[config.mk]
export PLATFORM = sky130hd
export DESIGN_NAME = gsf_top
export DESIGN_NICKNAME = d
export VERILOG_FILES = /design/src/gsf_pkg.sv /design/src/gsf_clk_div.sv /design/src/gsf_irq.sv /design/src/gsf_top.sv
export SDC_FILE = /design/constraint.sdc
export NUM_CORES = 1
export LEC_CHECK = 0
export BUFFER_PORTS_ARGS = -buffer_cell sky130_fd_sc_hd__buf_2
export CAP_MARGIN = 20
export CORE_ASPECT_RATIO = 0.5
export CORE_MARGIN = 5
export CORE_UTILIZATION = 40
export DETAILED_ROUTE_END_ITERATION = 8
export GPL_ROUTABILITY_DRIVEN = 0
export PLACE_DENSITY = 0.76
export SETUP_SLACK_MARGIN = 0.2
export SLEW_MARGIN = 0
export SYNTH_ARGS = -nofsm -noshare
export SYNTH_HDL_FRONTEND = slang
export SYNTH_SLANG_ARGS = --single-unit
[constraint.sdc]
create_clock -name clk -period 4.7 [get_ports clk]
set_input_delay 0.47 -clock clk [delete_from_list [all_inputs] [get_ports clk]]
set_output_delay 0.47 -clock clk [all_outputs]
set_load 0.005 [all_outputs]
[src/gsf_pkg.sv]
/*
 * Shared constants for the status pin function selector: register map,
 * field widths, reset values, function codes and event bit positions.
 * Assumes a 32-bit Avalon-MM register bus with byte addresses.
 */
package gsf_pkg;
    // Bus geometry
    localparam int ADDR_W = 5;
    localparam int DATA_W = 32;
    localparam int BE_W = 4;

    // Register byte offsets
    localparam logic [ADDR_W-1:0] OFS_FUNC = 5'h00;
    localparam logic [ADDR_W-1:0] OFS_LEVEL = 5'h04;
    localparam logic [ADDR_W-1:0] OFS_STATUS = 5'h08;
    localparam logic [ADDR_W-1:0] OFS_MASK = 5'h0C;
    localparam logic [ADDR_W-1:0] OFS_DIV = 5'h10;

    // Field widths and reset values
    localparam int FUNC_W = 5;
    localparam int DIV_W = 8;
    localparam int EVT_W = 8;
    localparam logic [FUNC_W-1:0] FUNC_RESET = 5'h00;
    localparam logic [DIV_W-1:0] DIV_RESET = 8'h03;
    localparam logic [EVT_W-1:0] MASK_RESET = 8'h00;

    // Pin function codes
    localparam logic [FUNC_W-1:0] CODE_LOOP2_LOCK = 5'h0A;
    localparam logic [FUNC_W-1:0] CODE_RATE1_LOCK = 5'h0B;
    localparam logic [FUNC_W-1:0] CODE_RATE2_LOCK = 5'h0C;
    localparam logic [FUNC_W-1:0] CODE_FIRST_AUDIO_INTERFACE_DETECT = 5'h0D;
    localparam logic [FUNC_W-1:0] CODE_SECOND_AUDIO_INTERFACE_DETECT = 5'h0F;
    localparam logic [FUNC_W-1:0] CODE_CORE_ERROR = 5'h11;
    localparam logic [FUNC_W-1:0] CODE_OPERATING_CLOCK_OUT = 5'h12;
    localparam logic [FUNC_W-1:0] CODE_TEMP_WARN = 5'h13;
    localparam logic [FUNC_W-1:0] CODE_SERVO_DONE = 5'h14;
    localparam logic [FUNC_W-1:0] CODE_LOOP1_CLK = 5'h15;

    // Event and level bit positions
    localparam int EVT_LOOP2_LOCK = 0;
    localparam int EVT_RATE1_LOCK = 1;
    localparam int EVT_RATE2_LOCK = 2;
    localparam int EVT_FIRST_AUDIO_INTERFACE_DETECT = 3;
    localparam int EVT_SECOND_AUDIO_INTERFACE_DETECT = 4;
    localparam int EVT_CORE_ERROR = 5;
    localparam int EVT_TEMP_WARN = 6;
    localparam int EVT_SERVO_DONE = 7;

    typedef enum logic {GSF_IDLE, GSF_ANSWER} gsf_bus_e;
endpackage

[src/gsf_clk_div.sv]
/*
 * Enable divider for the operating clock output: one-cycle tick every
 * div+1 cycles while enabled. Assumes a single free-running clock.
 */
`timescale 1ns/100ps
`default_nettype none
module gsf_clk_div
    import gsf_pkg::*;
(
    // Clock and reset
    input wire logic clk,
    input wire logic rst_n,
    // Control
    input wire logic enable,
    input wire logic [gsf_pkg::DIV_W-1:0] div,
    // Tick
    output logic tick
);
    logic [DIV_W-1:0] cnt_reg;
    logic [DIV_W-1:0] cnt_next;
    logic tick_reg;
    logic tick_next;

    always_comb
    begin
        cnt_next = cnt_reg + 8'h01;
        tick_next = 1'b0;
        if (!enable)
        begin
            cnt_next = '0;
        end
        else if (cnt_reg >= div)
        begin
            // Compare with >= so a smaller divider takes effect at once
            cnt_next = '0;
            tick_next = 1'b1;
        end
    end

    always_ff @(posedge clk or negedge rst_n)
    begin
        if (!rst_n)
        begin
            cnt_reg <= '0;
            tick_reg <= 1'b0;
        end
        else
        begin
            cnt_reg <= cnt_next;
            tick_reg <= tick_next;
        end
    end

    assign tick = tick_reg;
endmodule
`default_nettype wire

[src/gsf_irq.sv]
/*
 * Sticky event status with write-one-to-clear, mask and one level
 * interrupt. Events are rising edges of the status levels.
 * Assumes levels synchronous to clk.
 */
`timescale 1ns/100ps
`default_nettype none
module gsf_irq
    import gsf_pkg::*;
(
    // Clock and reset
    input wire logic clk,
    input wire logic rst_n,
    // Watched levels
    input wire logic [gsf_pkg::EVT_W-1:0] level,
    // Software access
    input wire logic clr_we,
    input wire logic [gsf_pkg::EVT_W-1:0] clr_data,
    input wire logic mask_we,
    input wire logic [gsf_pkg::EVT_W-1:0] mask_data,
    // State
    output logic [gsf_pkg::EVT_W-1:0] status,
    output logic [gsf_pkg::EVT_W-1:0] mask,
    output logic irq
);
    logic [EVT_W-1:0] prev_reg;
    logic [EVT_W-1:0] status_reg;
    logic [EVT_W-1:0] status_next;
    logic [EVT_W-1:0] mask_reg;
    logic [EVT_W-1:0] mask_next;
    logic irq_reg;
    logic irq_next;

    // A set in the clearing cycle wins, so no event is lost
    genvar i;
    generate
        for (i = 0; i < EVT_W; i++)
        begin : g_bit
            assign status_next[i] = (level[i] & ~prev_reg[i])
                | (status_reg[i] & ~(clr_we & clr_data[i]));
        end
    endgenerate

    always_comb
    begin
        mask_next = mask_we ? mask_data : mask_reg;
        irq_next = |(status_next & mask_next);
    end

    always_ff @(posedge clk or negedge rst_n)
    begin
        if (!rst_n)
        begin
            prev_reg <= '0;
            status_reg <= '0;
            mask_reg <= MASK_RESET;
            irq_reg <= 1'b0;
        end
        else
        begin
            prev_reg <= level;
            status_reg <= status_next;
            mask_reg <= mask_next;
            irq_reg <= irq_next;
        end
    end

    assign status = status_reg;
    assign mask = mask_reg;
    assign irq = irq_reg;
endmodule
`default_nettype wire

[src/gsf_top.sv]
/*
 * Status pin function selector: a function code picks which status flag
 * or clock drives the general-purpose pin, with an Avalon-MM register
 * slave and an event interrupt.
 * Assumes all status inputs are synchronous to clk (40 MHz).
 */
// Operation
// - Code 0Ah: second loop lock on pin
// - Code 0Bh: first rate converter lock
// - Code 0Ch: second rate converter lock
// - Code 0Dh: first interface level detect
// - Code 0Fh: second interface level detect
// - Code 11h: core buffer error flag
// - Code 12h: divided operating clock out
// - Code 13h: temperature warning flag
// - Code 14h: high once both servos done
// - Code 15h: first loop clock out
`timescale 1ns/100ps
`default_nettype none
module gsf_top
    import gsf_pkg::*;
(
    // Clock and reset
    input wire logic clk,
    input wire logic rst_n,
    // Avalon-MM slave
    input wire logic [gsf_pkg::ADDR_W-1:0] avs_address,
    input wire logic avs_read,
    input wire logic avs_write,
    input wire logic [gsf_pkg::DATA_W-1:0] avs_writedata,
    input wire logic [gsf_pkg::BE_W-1:0] avs_byteenable,
    output logic [gsf_pkg::DATA_W-1:0] avs_readdata,
    output logic avs_waitrequest,
    // Status sources
    input wire logic second_locked_loop_lock,
    input wire logic first_rate_converter_lock,
    input wire logic second_rate_converter_lock,
    input wire logic first_audio_interface_detect,
    input wire logic second_audio_interface_detect,
    input wire logic core_error,
    input wire logic temp_warning,
    input wire logic headphone_left_output_done,
    input wire logic headphone_right_output_done,
    input wire logic first_locked_loop_clk,
    // Pin and interrupt
    output logic gpio_pin,
    output logic irq
);
    // Bus handshake
    gsf_bus_e bus_reg;
    gsf_bus_e bus_next;
    logic wait_reg;
    logic wait_next;
    logic [DATA_W-1:0] rdata_reg;
    logic [DATA_W-1:0] rdata_next;

    // Configuration
    logic [FUNC_W-1:0] func_reg;
    logic [FUNC_W-1:0] func_next;
    logic [DIV_W-1:0] div_reg;
    logic [DIV_W-1:0] div_next;

    // Pin path
    logic operating_clock_out_reg;
    logic operating_clock_out_next;
    logic pin_reg;
    logic pin_next;
    logic operating_clock_out_tick;
    logic servo_done;

    // Interrupt side
    logic [EVT_W-1:0] levels;
    logic [EVT_W-1:0] evt_status;
    logic [EVT_W-1:0] evt_mask;
    logic take_write;
    logic low_lane;
    logic clr_we;
    logic mask_we;
    logic irq_int;

    assign servo_done = headphone_left_output_done
        & headphone_right_output_done;

    always_comb
    begin
        levels = '0;
        levels[EVT_LOOP2_LOCK] = second_locked_loop_lock;
        levels[EVT_RATE1_LOCK] = first_rate_converter_lock;
        levels[EVT_RATE2_LOCK] = second_rate_converter_lock;
        levels[EVT_FIRST_AUDIO_INTERFACE_DETECT] = first_audio_interface_detect;
        levels[EVT_SECOND_AUDIO_INTERFACE_DETECT] = second_audio_interface_detect;
        levels[EVT_CORE_ERROR] = core_error;
        levels[EVT_TEMP_WARN] = temp_warning;
        levels[EVT_SERVO_DONE] = servo_done;
    end

    // A write lands only at the edge where waitrequest is seen low
    assign take_write = (bus_reg == GSF_ANSWER) && avs_write;
    assign low_lane = take_write && avs_byteenable[0];
    assign clr_we = low_lane && (avs_address == OFS_STATUS);
    assign mask_we = low_lane && (avs_address == OFS_MASK);

    always_comb
    begin
        bus_next = bus_reg;
        wait_next = 1'b1;
        rdata_next = rdata_reg;
        case (bus_reg)
            GSF_IDLE:
            begin
                if (avs_read || avs_write)
                begin
                    bus_next = GSF_ANSWER;
                    wait_next = 1'b0;
                    rdata_next = '0;
                    if (avs_read)
                    begin
                        case (avs_address)
                            OFS_FUNC: rdata_next[FUNC_W-1:0] = func_reg;
                            OFS_LEVEL: rdata_next[EVT_W-1:0] = levels;
                            OFS_STATUS: rdata_next[EVT_W-1:0] = evt_status;
                            OFS_MASK: rdata_next[EVT_W-1:0] = evt_mask;
                            OFS_DIV: rdata_next[DIV_W-1:0] = div_reg;
                            default: rdata_next = '0;
                        endcase
                    end
                end
            end
            GSF_ANSWER:
            begin
                // One idle cycle between answers keeps a held request from
                // being taken twice
                bus_next = GSF_IDLE;
            end
            default:
            begin
                bus_next = GSF_IDLE;
            end
        endcase
    end

    always_ff @(posedge clk or negedge rst_n)
    begin
        if (!rst_n)
        begin
            bus_reg <= GSF_IDLE;
            wait_reg <= 1'b1;
            rdata_reg <= '0;
        end
        else
        begin
            bus_reg <= bus_next;
            wait_reg <= wait_next;
            rdata_reg <= rdata_next;
        end
    end

    always_comb
    begin
        func_next = func_reg;
        div_next = div_reg;
        if (low_lane && (avs_address == OFS_FUNC))
        begin
            func_next = avs_writedata[FUNC_W-1:0];
        end
        if (low_lane && (avs_address == OFS_DIV))
        begin
            div_next = avs_writedata[DIV_W-1:0];
        end
    end

    always_ff @(posedge clk or negedge rst_n)
    begin
        if (!rst_n)
        begin
            func_reg <= FUNC_RESET;
            div_reg <= DIV_RESET;
        end
        else
        begin
            func_reg <= func_next;
            div_reg <= div_next;
        end
    end

    // Divider only runs while its output is selected, to save power
    gsf_clk_div u_div (
        .clk(clk),
        .rst_n(rst_n),
        .enable(func_reg == CODE_OPERATING_CLOCK_OUT),
        .div(div_reg),
        .tick(operating_clock_out_tick)
    );

    always_comb
    begin
        operating_clock_out_next = operating_clock_out_reg;
        if (func_reg != CODE_OPERATING_CLOCK_OUT)
        begin
            operating_clock_out_next = 1'b0;
        end
        else if (operating_clock_out_tick)
        begin
            operating_clock_out_next = ~operating_clock_out_reg;
        end
    end

    // Registered mux: one cycle of latency on every source, the loop
    // clock included, keeps the pin free of glitches
    always_comb
    begin
        case (func_reg)
            CODE_LOOP2_LOCK: pin_next = second_locked_loop_lock;
            CODE_RATE1_LOCK: pin_next = first_rate_converter_lock;
            CODE_RATE2_LOCK: pin_next = second_rate_converter_lock;
            CODE_FIRST_AUDIO_INTERFACE_DETECT: pin_next = first_audio_interface_detect;
            CODE_SECOND_AUDIO_INTERFACE_DETECT: pin_next = second_audio_interface_detect;
            CODE_CORE_ERROR: pin_next = core_error;
            CODE_OPERATING_CLOCK_OUT: pin_next = operating_clock_out_reg;
            CODE_TEMP_WARN: pin_next = temp_warning;
            CODE_SERVO_DONE: pin_next = servo_done;
            CODE_LOOP1_CLK: pin_next = first_locked_loop_clk;
            default: pin_next = 1'b0;
        endcase
    end

    always_ff @(posedge clk or negedge rst_n)
    begin
        if (!rst_n)
        begin
            operating_clock_out_reg <= 1'b0;
            pin_reg <= 1'b0;
        end
        else
        begin
            operating_clock_out_reg <= operating_clock_out_next;
            pin_reg <= pin_next;
        end
    end

    gsf_irq u_irq (
        .clk(clk),
        .rst_n(rst_n),
        .level(levels),
        .clr_we(clr_we),
        .clr_data(avs_writedata[EVT_W-1:0]),
        .mask_we(mask_we),
        .mask_data(avs_writedata[EVT_W-1:0]),
        .status(evt_status),
        .mask(evt_mask),
        .irq(irq_int)
    );

    assign avs_readdata = rdata_reg;
    assign avs_waitrequest = wait_reg;
    assign gpio_pin = pin_reg;
    assign irq = irq_int;

    a_loop2_lock: assert property (@(posedge clk) disable iff (!rst_n)
        (func_reg == CODE_LOOP2_LOCK) |=> (gpio_pin == $past(second_locked_loop_lock)))
        else $error("pin does not follow second loop lock");

    a_rate1_lock: assert property (@(posedge clk) disable iff (!rst_n)
        (func_reg == CODE_RATE1_LOCK) && first_rate_converter_lock |=> gpio_pin)
        else $error("pin low while first converter locked");

    a_rate1_unlock: assert property (@(posedge clk) disable iff (!rst_n)
        (func_reg == CODE_RATE1_LOCK) && !first_rate_converter_lock |=> !gpio_pin)
        else $error("pin high while first converter unlocked");

    a_rate2_lock: assert property (@(posedge clk) disable iff (!rst_n)
        (func_reg == CODE_RATE2_LOCK) |=> (gpio_pin == $past(second_rate_converter_lock)))
        else $error("pin does not follow second converter lock");

    a_first_audio_interface_detect: assert property (@(posedge clk) disable iff (!rst_n)
        (func_reg == CODE_FIRST_AUDIO_INTERFACE_DETECT) |=> (gpio_pin == $past(first_audio_interface_detect)))
        else $error("pin does not follow first interface detect");

    a_second_audio_interface_detect: assert property (@(posedge clk) disable iff (!rst_n)
        (func_reg == CODE_SECOND_AUDIO_INTERFACE_DETECT) |=> (gpio_pin == $past(second_audio_interface_detect)))
        else $error("pin does not follow second interface detect");

    a_core_error: assert property (@(posedge clk) disable iff (!rst_n)
        (func_reg == CODE_CORE_ERROR) |=> (gpio_pin == $past(core_error)))
        else $error("pin does not follow core error");

    a_operating_clock_out_toggle: assert property (@(posedge clk) disable iff (!rst_n)
        (func_reg == CODE_OPERATING_CLOCK_OUT) && operating_clock_out_tick ##1 (func_reg == CODE_OPERATING_CLOCK_OUT)
        |=> (gpio_pin != $past(gpio_pin)))
        else $error("operating clock did not toggle on the pin");

    a_operating_clock_out_quiet: assert property (@(posedge clk) disable iff (!rst_n)
        (func_reg != CODE_OPERATING_CLOCK_OUT) |=> !operating_clock_out_reg)
        else $error("operating clock runs while not selected");

    a_temp_warn: assert property (@(posedge clk) disable iff (!rst_n)
        (func_reg == CODE_TEMP_WARN) |=> (gpio_pin == $past(temp_warning)))
        else $error("pin does not follow temperature warning");

    a_servo_done: assert property (@(posedge clk) disable iff (!rst_n)
        (func_reg == CODE_SERVO_DONE) && !(headphone_left_output_done
        && headphone_right_output_done) |=> !gpio_pin)
        else $error("pin high before both servos done");

    a_loop1_clk: assert property (@(posedge clk) disable iff (!rst_n)
        (func_reg == CODE_LOOP1_CLK) |=> (gpio_pin == $past(first_locked_loop_clk)))
        else $error("pin does not follow first loop clock");

    a_reserved_low: assert property (@(posedge clk) disable iff (!rst_n)
        (func_reg == 5'h0E) || (func_reg == 5'h10) || (func_reg < CODE_LOOP2_LOCK)
        || (func_reg > CODE_LOOP1_CLK) |=> !gpio_pin)
        else $error("reserved code drives the pin");

    a_wait_pulse: assert property (@(posedge clk) disable iff (!rst_n)
        $fell(avs_waitrequest) |=> avs_waitrequest)
        else $error("waitrequest low for more than one cycle");

    a_bus_answer: assert property (@(posedge clk) disable iff (!rst_n)
        avs_waitrequest && (avs_read || avs_write) && (bus_reg == GSF_IDLE)
        |=> !avs_waitrequest)
        else $error("request not answered in one cycle");

    a_irq_level: assert property (@(posedge clk) disable iff (!rst_n)
        |(evt_status & evt_mask) |-> irq)
        else $error("interrupt low with unmasked status set");

    a_servo_high: assert property (@(posedge clk) disable iff (!rst_n)
        (func_reg == CODE_SERVO_DONE) && headphone_left_output_done
        && headphone_right_output_done |=> gpio_pin)
        else $error("pin low after both servos done");

    a_func_write: assert property (@(posedge clk) disable iff (!rst_n)
        low_lane && (avs_address == OFS_FUNC) |=> (func_reg == $past(avs_writedata[FUNC_W-1:0])))
        else $error("function write did not land");

    a_div_write: assert property (@(posedge clk) disable iff (!rst_n)
        low_lane && (avs_address == OFS_DIV) |=> (div_reg == $past(avs_writedata[DIV_W-1:0])))
        else $error("divider write did not land");

    a_wait_idle: assert property (@(posedge clk) disable iff (!rst_n)
        (bus_reg == GSF_IDLE) |-> avs_waitrequest)
        else $error("waitrequest low while the slave is idle");
endmodule
`default_nettype wire

==> metrics, run 1 <==
first-pass GRT wire length=roughly 12000 µm; CTS Root Cell=clkbuf_16; placed cell count=428; min Tclk post-route=2.29 ns; crit end category=flop; Antenna Cells=0; Design Power=1380 µW; die span in y=~72 µm; Clock power frac=a little under 50%; syn_area_per_cell=10.2 µm²; synthesis-to-finish area growth=15.9%; CTS clk-pin slew, worst paths=0.05 ns; internal cell power=approximately 1100 µW; Post-Synth Simple-Gate Area=13.4%; setup TNS=0 ns; Synth Flop Type=dfrtp_1; Nets=407; TritonCTS clock tree=built; RSZ-0062 raised after global routing=no; Overall Global Routing Usage=approximately 16%; Iteration-0 DRC Markers=around 160; Post-synth EDFFs=0; Clock Latency Late Sink=0.33 ns; total wire length=7110 µm; Resize count post-CTS=0; H-tree depth=3; DRT Pass-1 Iters=4; DR WL/cell=16.0 µm; multiplexer area fraction after synthesis=between 7 and 8%; CP startpoint kind=input pin; skew final=0.00447 ns; Rel. slew slack=42.4%; row count=22; vias per inst=5.30; Starting Density=41.4%; share of cells above drive strength 1=22.1%; Pleak=~0.0018 µW; commonest non-fill, non-tap cell in the layout=dfrtp_1; sw power=between 300 and 400 µW; CTS Buffer Depth=2; FILL cells=roughly 700; Port Buffers=38; Max Slew Vio Count=0; Worst Max-Slew Pin Slew=0.858 ns; Yosys cell types=45; fin util=between 40% and 50%; CP required=4.89 ns; HPWL after DPL=5240 µm; postcts setup bufs=0; Ports=90; Gate power share=9.6%; CTS buffer count=9; most frequent cells in the layout=dfrtp_1 (56), buf_2 (38), inv_1 (34); largest family of logic cells by synthesized area=simple AND/OR/NAND/NOR gates; Seq/Total Area, Yosys=48.2%; # hold bufs at CTS=0; worst path arrival time=2.48 ns; status=completed; Post-synth ARST share=100%; synthesized flop and latch total=a little under 60; core area=7400 µm²; Gate Count Post-Synth=302; final setup vio count=0; Hold Violations, Final=0; CP Class=in2reg; vias in the first global route=2311; PD cells=387 nW/µm²; worst min-delay path class=in2async; Reg power frac=41.0%; DRT antenna net count=0; XOR/XNOR Fraction of Synth Area=under 10%; chip width=134 µm; maximum vdd drop=196 µV; via count=approximately 2400; Synth Cell Area=3070 µm²; Compound-Gate Fraction of Synth Area=13.0%; CTS sink cnt=59; adder-cell share of the synthesized area=3.67%; largest net degree at the start of global routing=60; final worst path period share=about half; WHS=0.283 ns; GR Overflow Total=0; DRC viols=0; switching fraction of total power=23.4%; Final Non-Filler Cells=444; max cap viols=0; initial antenna violation count=0; Max Clk Rate=436 MHz; Synth Warn #=0; Crit Path Max Fanout=9; die area=just under 10000 µm²
[through the flow]
step           area [µm²]  worst slack, ns
2_1_floorplan        3150             2.25
3_3_place_gp         3250             2.10
3_5_place_dp         3250             2.08
4_1_cts              3560             2.42
5_1_grt              3560             2.31
6_report             3560             2.41
[logic make-up (layout without fill, tap and decap cells)]
family / Yosys count / after routing
AOI/OAI and AO/OA: 59 / 59
xor gates and xnor gates: 8 / 8
adders and majority gates: 9 / 9
buffers and inverters: 67 / 90
DFF: 59 / 59
muxes: 21 / 21
other: 1 / 24
and+or+nand+nor: 78 / 78
[synth_stat cells (2+ instances only)]
cell | instances | share of area, %
nor2_1 | 7 | 0.86
nand2_1 | 27 | 3.3
mux2_2 | 14 | 5.1
clkbuf_1 | 5 | 0.61
buf_6 | 2 | 0.73
dfstp_2 | 3 | 2.6
nand3_1 | 6 | 0.98
and3_1 | 3 | 0.61
xnor2_1 | 2 | 0.57
a21o_1 | 2 | 0.49
or3_1 | 2 | 0.41
inv_1 | 34 | 4.2
xor2_1 | 6 | 1.7
a21oi_1 | 4 | 0.65
nor4_1 | 16 | 3.3
buf_4 | 25 | 6.1
ha_1 | 9 | 3.7
a22o_1 | 8 | 2.3
nand2b_1 | 5 | 1.0
o21ai_0 | 19 | 3.1
nor2b_1 | 2 | 0.41
mux2i_1 | 6 | 2.0
dfrtp_1 | 56 | 46
a222oi_1 | 5 | 1.6
o22ai_1 | 8 | 1.6
a22oi_1 | 6 | 1.5
nor3_1 | 2 | 0.33
[critical path: stages]
cell	delay, ns
buf_2	0.24
nand2b_4	0.09
or4_4	0.58
mux2_4	0.34
a22o_1	0.22
or4_1	0.54
[cell type report]
cell class	count	area [µm²]	area share, %
Timing Repair Buffer	40	205	5.77
Tap cell	96	120	3.38
Multi-Input combinational cell	199	1310	36.9
Clock inverter	6	80.1	2.25
Inverter	34	128	3.59
Clock buffer	10	229	6.44
Sequential cell	59	1480	41.6
[metal layers]
layer,global-route usage [%],part of all wire [%]
met5,0,0
met1,19.4,43
met3,5.89,8.2
met2,24.5,47
met4,6.73,1.8
[power groups by stage]
stage | clock network (µW) | logic, µW | registers, µW
final | 680 | 132 | 564
after global routing | 716 | 150 | 567
after CTS | 686 | 133 | 564
after detailed placement | 0 | 132 | 572
after global placement | 0 | 128 | 570
after floorplan | 0 | 92.7 | 565
[path summary, 6_finish.rpt]
kind	startpoint	endpoint	slack, ns	cells past startpoint
setup / recovery	avs_address[2]	u_irq.irq	2.41	6
hold / removal	rst_n	u_div.cnt_reg[5]	0.28	2
setup reg to reg	bus_reg	u_irq.irq	2.45	5
hold reg to reg	u_irq.prev_reg[2]	u_irq.status[2]	0.46	1
max in group asynchronous	rst_n	operating_clock_out_reg	3.94	2
min in group clk	second_locked_loop_lock	u_irq.prev_reg[0]	0.30	1
Note: power is estimated with default switching activity, not from simulation.
==> inputs of run 2 (changes only) <==
- ABC_AREA: unset -> 1
- clock period: 4.7 -> 2.3 ns (I/O delays scaled with it)
==> run 2 against run 1 <==
Against the previous run: via count increased by 13%; sequential share of layout area decreased by 1.3 points; hold slack got worse by 0.27 ns; total power up 94%; non-clock buffer count up 2; highest routed layer unchanged; routed wire length is 3.8% higher; register-to-register slack got worse by 1.9 ns; critical path type is now reg2reg; sequential power grew 100%; utilization grew 0.88 points; cell count rose by 26%.
==> metrics, run 2 <==
post-synth top area cell=dfrtp_1; largest cells by area after synthesis=dfrtp_1 (44%), nand2_1 (15%), inv_1 (5.8%); CP Class=reg2reg; Max Clk Rate=585 MHz; largest net degree at the start of global routing=26; most numerous cell in the Yosys netlist=nand2_1; R2R Path Start=div_reg[1]; RSZ-0062 raised after global routing=no; DRT antenna net count=0; R2R Setup Slk=approximately 0.6 ns; synthesis-to-finish area growth=15.9%; Pleak=0.00193 µW; fin util=between 40% and 50%; Antenna Cells=0; min-delay src=first_audio_interface_detect; Gate Count Post-Synth=398; initial antenna violation count=0; GR Overflow Total=0; Ports=90; synthesized flop and latch total=between 50 and 60; most frequent cells in the layout=nand2_1 (125), dfrtp_1 (56), inv_1 (49); Hold EP=u_irq.prev_reg[3]; Crit Path Max Fanout=9; Synth Warn #=0; Worst Max-Slew Pin Slew=0.561 ns; Rel. slew slack=62.6%; Post-synth EDFFs=0; Max Slew Vio Count=0; GRT Max-Usage Layer=met2; top cells by instance count after synthesis=nand2_1 (125), dfrtp_1 (56), inv_1 (49), nand3_1 (29), o21ai_0 (25); CTS clk-pin slew, worst paths=0.05 ns; Design Power=2670 µW; Clock Latency Late Sink=~0.33 ns; worst min-delay path class=in2reg; worst path arrival time=between 1.5 and 2 ns; CTS buffer count=9; die span in y=72.9 µm; Worst R2R End=u_div.tick; Synth Flop Type=dfrtp_1; H-tree depth=3; Resize count post-CTS=0; Overall Global Routing Usage=15.5%; maximum vdd drop=392 µV; DRC viols=0; Iteration-0 DRC Markers=178; syn_area_per_cell=7.96 µm²; setup TNS=0 ns; commonest non-fill, non-tap cell in the layout=nand2_1; max cap viols=0; GR Util met3=approximately 5.6%; Yosys cell types=35; crit end category=flop; Nets=509; Hold Violations, Final=0; die area=9910 µm²; Starting Density=a little over two fifths; CTS sink cnt=59; share of cells above drive strength 1=17.3%; Worst Hold Path Cells=1; first-pass GRT wire length=~12000 µm; Seq/Total Area, Yosys=between 40% and 50%; vias in the first global route=2439; DR WL/cell=13.2 µm; vias per inst=4.74; row count=22; CP startpoint kind=flop; CP required=2.52 ns; via count=2647; status=completed; skew final=0.00604 ns; Post-synth ARST share=100%; chip width=136 µm; FF-to-FF path depth=8; CTS Buffer Depth=2; final worst path period share=between 70% and 80%; Port Buffers=38; CTS Root Cell=clkbuf_16; placed cell count=541; grt met1 use=between 10% and 20%; met2 GRT Util=25.1%; TritonCTS clock tree=built; final setup vio count=0; PD cells=726 nW/µm²; post-synth top area share=44.2%; HPWL after DPL=about 5600 µm; Synth Cell Area=3170 µm²; DRT Pass-1 Iters=5; min Tclk post-route=1.71 ns; Final Non-Filler Cells=558; postcts setup bufs=0; core area=7510 µm²; total wire length=7380 µm
## run 2: cell count changes after synthesis, moves of 6 or more
cell / before / now
mux2i_1: 6 / 0
nand3_1: 6 / 29
mux2_2: 14 / 0
or2_2: 1 / 7
nand2_1: 27 / 125
xor2_1: 6 / 0
nor4_1: 16 / 1
o21ai_0: 19 / 25
o22ai_1: 8 / 0
a22o_1: 8 / 0
nor2_1: 7 / 23
inv_1: 34 / 49
## run 2: metal layers
layer  vias up  share of wire, %
li1       1302                 -
met1      1224                43
met2       104                46
met3        17               9.2
met4         0               2.0
met5         -                 0
## run 2: cell families (layout without fill, tap and decap cells)
| logic type | after synthesis | in the layout | synth area share, % |
|---|---|---|---|
| and+or+nand+nor | 204 | 204 | 28.6 |
| buffers and inverters | 81 | 110 | 13.2 |
| DFF | 59 | 59 | 46.7 |
| AOI/OAI and AO/OA | 43 | 43 | 7.58 |
| adders and majority gates | 9 | 9 | 3.55 |
| other | 1 | 24 | 0.118 |
| xor gates and xnor gates | 1 | 1 | 0.276 |
## run 2: stage by stage
step | worst slack (ns) | instance area (µm²) | hold slack [ns]
floorplan | 0.773 | 3260 | -0.0656
global placement | 0.601 | 3380 | 0.247
detailed placement | 0.578 | 3380 | 0.253
CTS | 0.568 | 3670 | 0.00859
global route | 0.475 | 3670 | 0.0159
finish | 0.590 | 3670 | 0.0150
## run 2: worst max-delay path by stage
stage / from / endpoint / slack (ns) / depth (start not counted)
after floorplan: div_reg[1] / u_div.tick / 0.77 / 8
after global placement: div_reg[1] / u_div.tick / 0.60 / 8
after detailed placement: div_reg[1] / u_div.cnt_reg[5] / 0.58 / 7
after CTS: div_reg[1] / u_div.cnt_reg[5] / 0.57 / 7
after global routing: div_reg[1] / u_div.tick / 0.47 / 8
final: div_reg[1] / u_div.tick / 0.59 / 8
## run 2: power breakdown
| group | leakage [µW] | switching (µW) | internal [µW] |
|---|---|---|---|
| sequential | 0.000744 | 35.7 | 1100 |
| clock | 0.000143 | 444 | 812 |
| combinational | 0.00104 | 187 | 93.3 |
| total | 0.00193 | 666 | 2000 |
## run 2: layout make-up
| type | count | area, µm² |
|---|---|---|
| fillers | 720 | 3840 |
| flip-flops and latches | 59 | 1480 |
| multi-input cells | 281 | 1360 |
| clock buffers | 14 | 274 |
| repair buffers | 42 | 223 |
| inverters | 52 | 195 |
| well taps | 108 | 135 |
| clock inverters | 2 | 10.0 |
## run 2: worst max-delay path, cell delays in order (launching register included)
cell and delay (ns):
dfstp_2 0.52, inv_1 0.06, ha_1 0.30, a21oi_1 0.16, o31ai_1 0.08, nand2_1 0.06, nand3_1 0.25, nand2_1 0.13
inv_1 0.04
## run 2: timing repair
item,CTS,global route
endpoints found under the setup margin,0,0
hold buffers,1,0
hold endpoints to repair,21,0
==> inputs of run 3 (changes only) <==
- PLACE_DENSITY: 0.76 -> 0.78
- clock period: 2.3 -> 1.4 ns (I/O delays scaled with it)
==> run 3 against run 2 <==
Against the previous run: the run now ends with negative setup slack left; critical path type unchanged; critical path depth is 1 lower; die area did not move; routed wire length rose by 14%; clock skew is essentially flat; sequential share of layout area shrank 4.7 points; design area up 13%; non-clock buffer count increased by 31; global-route usage increased by 1.8 points; fmax is 9.2% higher; cell count rose by 5.9%; utilization rose by 6.5 points; via count rose by 11%.
==> metrics, run 3 (same netlist as run 2, synthesis figures left out) <==
DRT Pass-1 Iters=5; DRT antenna net count=0; Worst Hold Path Cells=3; vias in the first global route=2794; Pleak=0.00213 µW; Clock Latency Late Sink=between 0.3 and 0.4 ns; CTS sink cnt=59; FF-to-FF path depth=7; R2R Setup Slk=-0.17 ns; row count=22; Starting Density=42.2%; die span in y=roughly 73 µm; Final Non-Filler Cells=591; final worst-path setup slack=-0.166 ns; Reg power frac=38.7%; final worst path period share=112%; internal cell power=about 3600 µW; CTS clk-pin slew, worst paths=0.05 ns; most frequent cells in the layout=nand2_1 (120), dfrtp_1 (54), inv_1 (40); core area=7510 µm²; fin util=55.4%; FILL cells=633; CTS Root Cell=clkbuf_16; first-pass GRT wire length=13200 µm; Overall Global Routing Usage=around 17%; DP Worst Slack=-0.151 ns; Port Buffers=38; Antenna Cells=0; RSZ-0062 raised after global routing=yes; Clock power frac=approximately 47%; DRC viols=0; Worst R2R End=u_div.cnt_reg[7]; sw power=1210 µW; die area=slightly below 10000 µm²; max cap viols=0; min-delay src=avs_writedata[3]; GR Overflow Total=0; Nets=542; chip width=between 100 and 150 µm; HPWL after DPL=5710 µm; crit end category=flop; final setup vio count=10; failing checks=negative setup slack; min Tclk post-route=1.57 ns; switching fraction of total power=25.3%; Max Clk Rate=639 MHz; CTS buffer count=9; R2R Path Start=div_reg[1]; WHS=around 0.068 ns; worst path arrival time=1.79 ns; status=complete, but fails checks; placed cell count=558; Hold Violations, Final=0; Max Slew Vio Count=0; PD cells=between 1000 and 1500 nW/µm²; CP required=1.62 ns; DR WL/cell=between 10 and 15 µm; worst min-delay path class=in2reg; Design Power=4790 µW; TritonCTS clock tree=built; Ports=90; Hold EP=u_irq.mask[3]; CP startpoint kind=flop; H-tree depth=3; total wire length=8390 µm; vias per inst=4.99; Crit Path Max Fanout=5; maximum vdd drop=900 µV; Register Area=1480 µm²; largest net degree at the start of global routing=24; footprint of the multi-input gates=1520 µm²; via count=2949; initial antenna violation count=0; CTS Buffer Depth=2; Gate power share=14.0%; commonest non-fill, non-tap cell in the layout=nand2_1; CP Class=reg2reg; share of cells above drive strength 1=28.8%; synthesis-to-finish area growth=31.4%; skew final=~0.0056 ns; Iteration-0 DRC Markers=289
==> run 3: worst max path at each step <==
| stage | from | end | slack, ns | cells after the start |
|---|---|---|---|---|
| after floorplan | div_reg[1] | u_div.cnt_reg[0] | -0.03 | 7 |
| after global placement | div_reg[1] | u_div.tick | -0.10 | 8 |
| after detailed placement | div_reg[1] | u_div.cnt_reg[5] | -0.15 | 7 |
| after CTS | div_reg[1] | u_div.cnt_reg[7] | -0.13 | 7 |
| after global routing | div_reg[1] | u_div.cnt_reg[3] | -0.24 | 7 |
| final | div_reg[1] | u_div.cnt_reg[7] | -0.17 | 7 |
==> run 3: area by class of cell <==
class	instances	share of cell area, %
Inverter	52	4.84
Clock buffer	12	6.40
Tap cell	108	3.24
Sequential cell	59	35.6
Clock inverter	4	1.14
Timing Repair Buffer	73	12.2
Multi-Input combinational cell	283	36.6
==> run 3: worst max-delay path, stage by stage, from the launching register on <==
cell and delay [ns]:
dfstp_2 0.53, inv_2 0.05, ha_4 0.26, a21oi_2 0.05
o31ai_2 0.23, nand2_2 0.14, nand3_4 0.15, nor2_1 0.05
==> run 3: what timing repair did <==
action / 4_1_cts / 5_1_grt
cloned: 2 / 0
setup buffers: 5 / 2
endpoints found under the hold margin: 23 / 0
pin swaps: 6 / 5
resized for setup: 23 / 27
hold buffers: 8 / 0
setup endpoints to repair: 19 / 23
==> run 3: routing by layer <==
layer	track usage, %	vias to the layer above	share of wire [%]
met4	9.39	0	4.4
met2	30.2	144	49
li1	-	1381	-
met5	0	-	0
met1	20.2	1374	40
met3	3.86	50	7.0
==> run 3: power by group through the flow <==
stage	combinational, µW	clock (µW)	sequential (µW)
after floorplan	330	0	1870
after global placement	502	0	1870
after detailed placement	516	0	1880
after CTS	612	2290	1850
after global routing	745	2360	1860
final	671	2260	1850
==> run 3: per-stage QoR <==
| step | cell area (µm²) | setup TNS (ns) |
|---|---|---|
| detailed placement | 3560 | -1.33 |
| global route | 4170 | -2.16 |
| global placement | 3560 | -0.920 |
| CTS | 4080 | -1.14 |
| floorplan | 3280 | -0.264 |
| finish | 4170 | -1.30 |
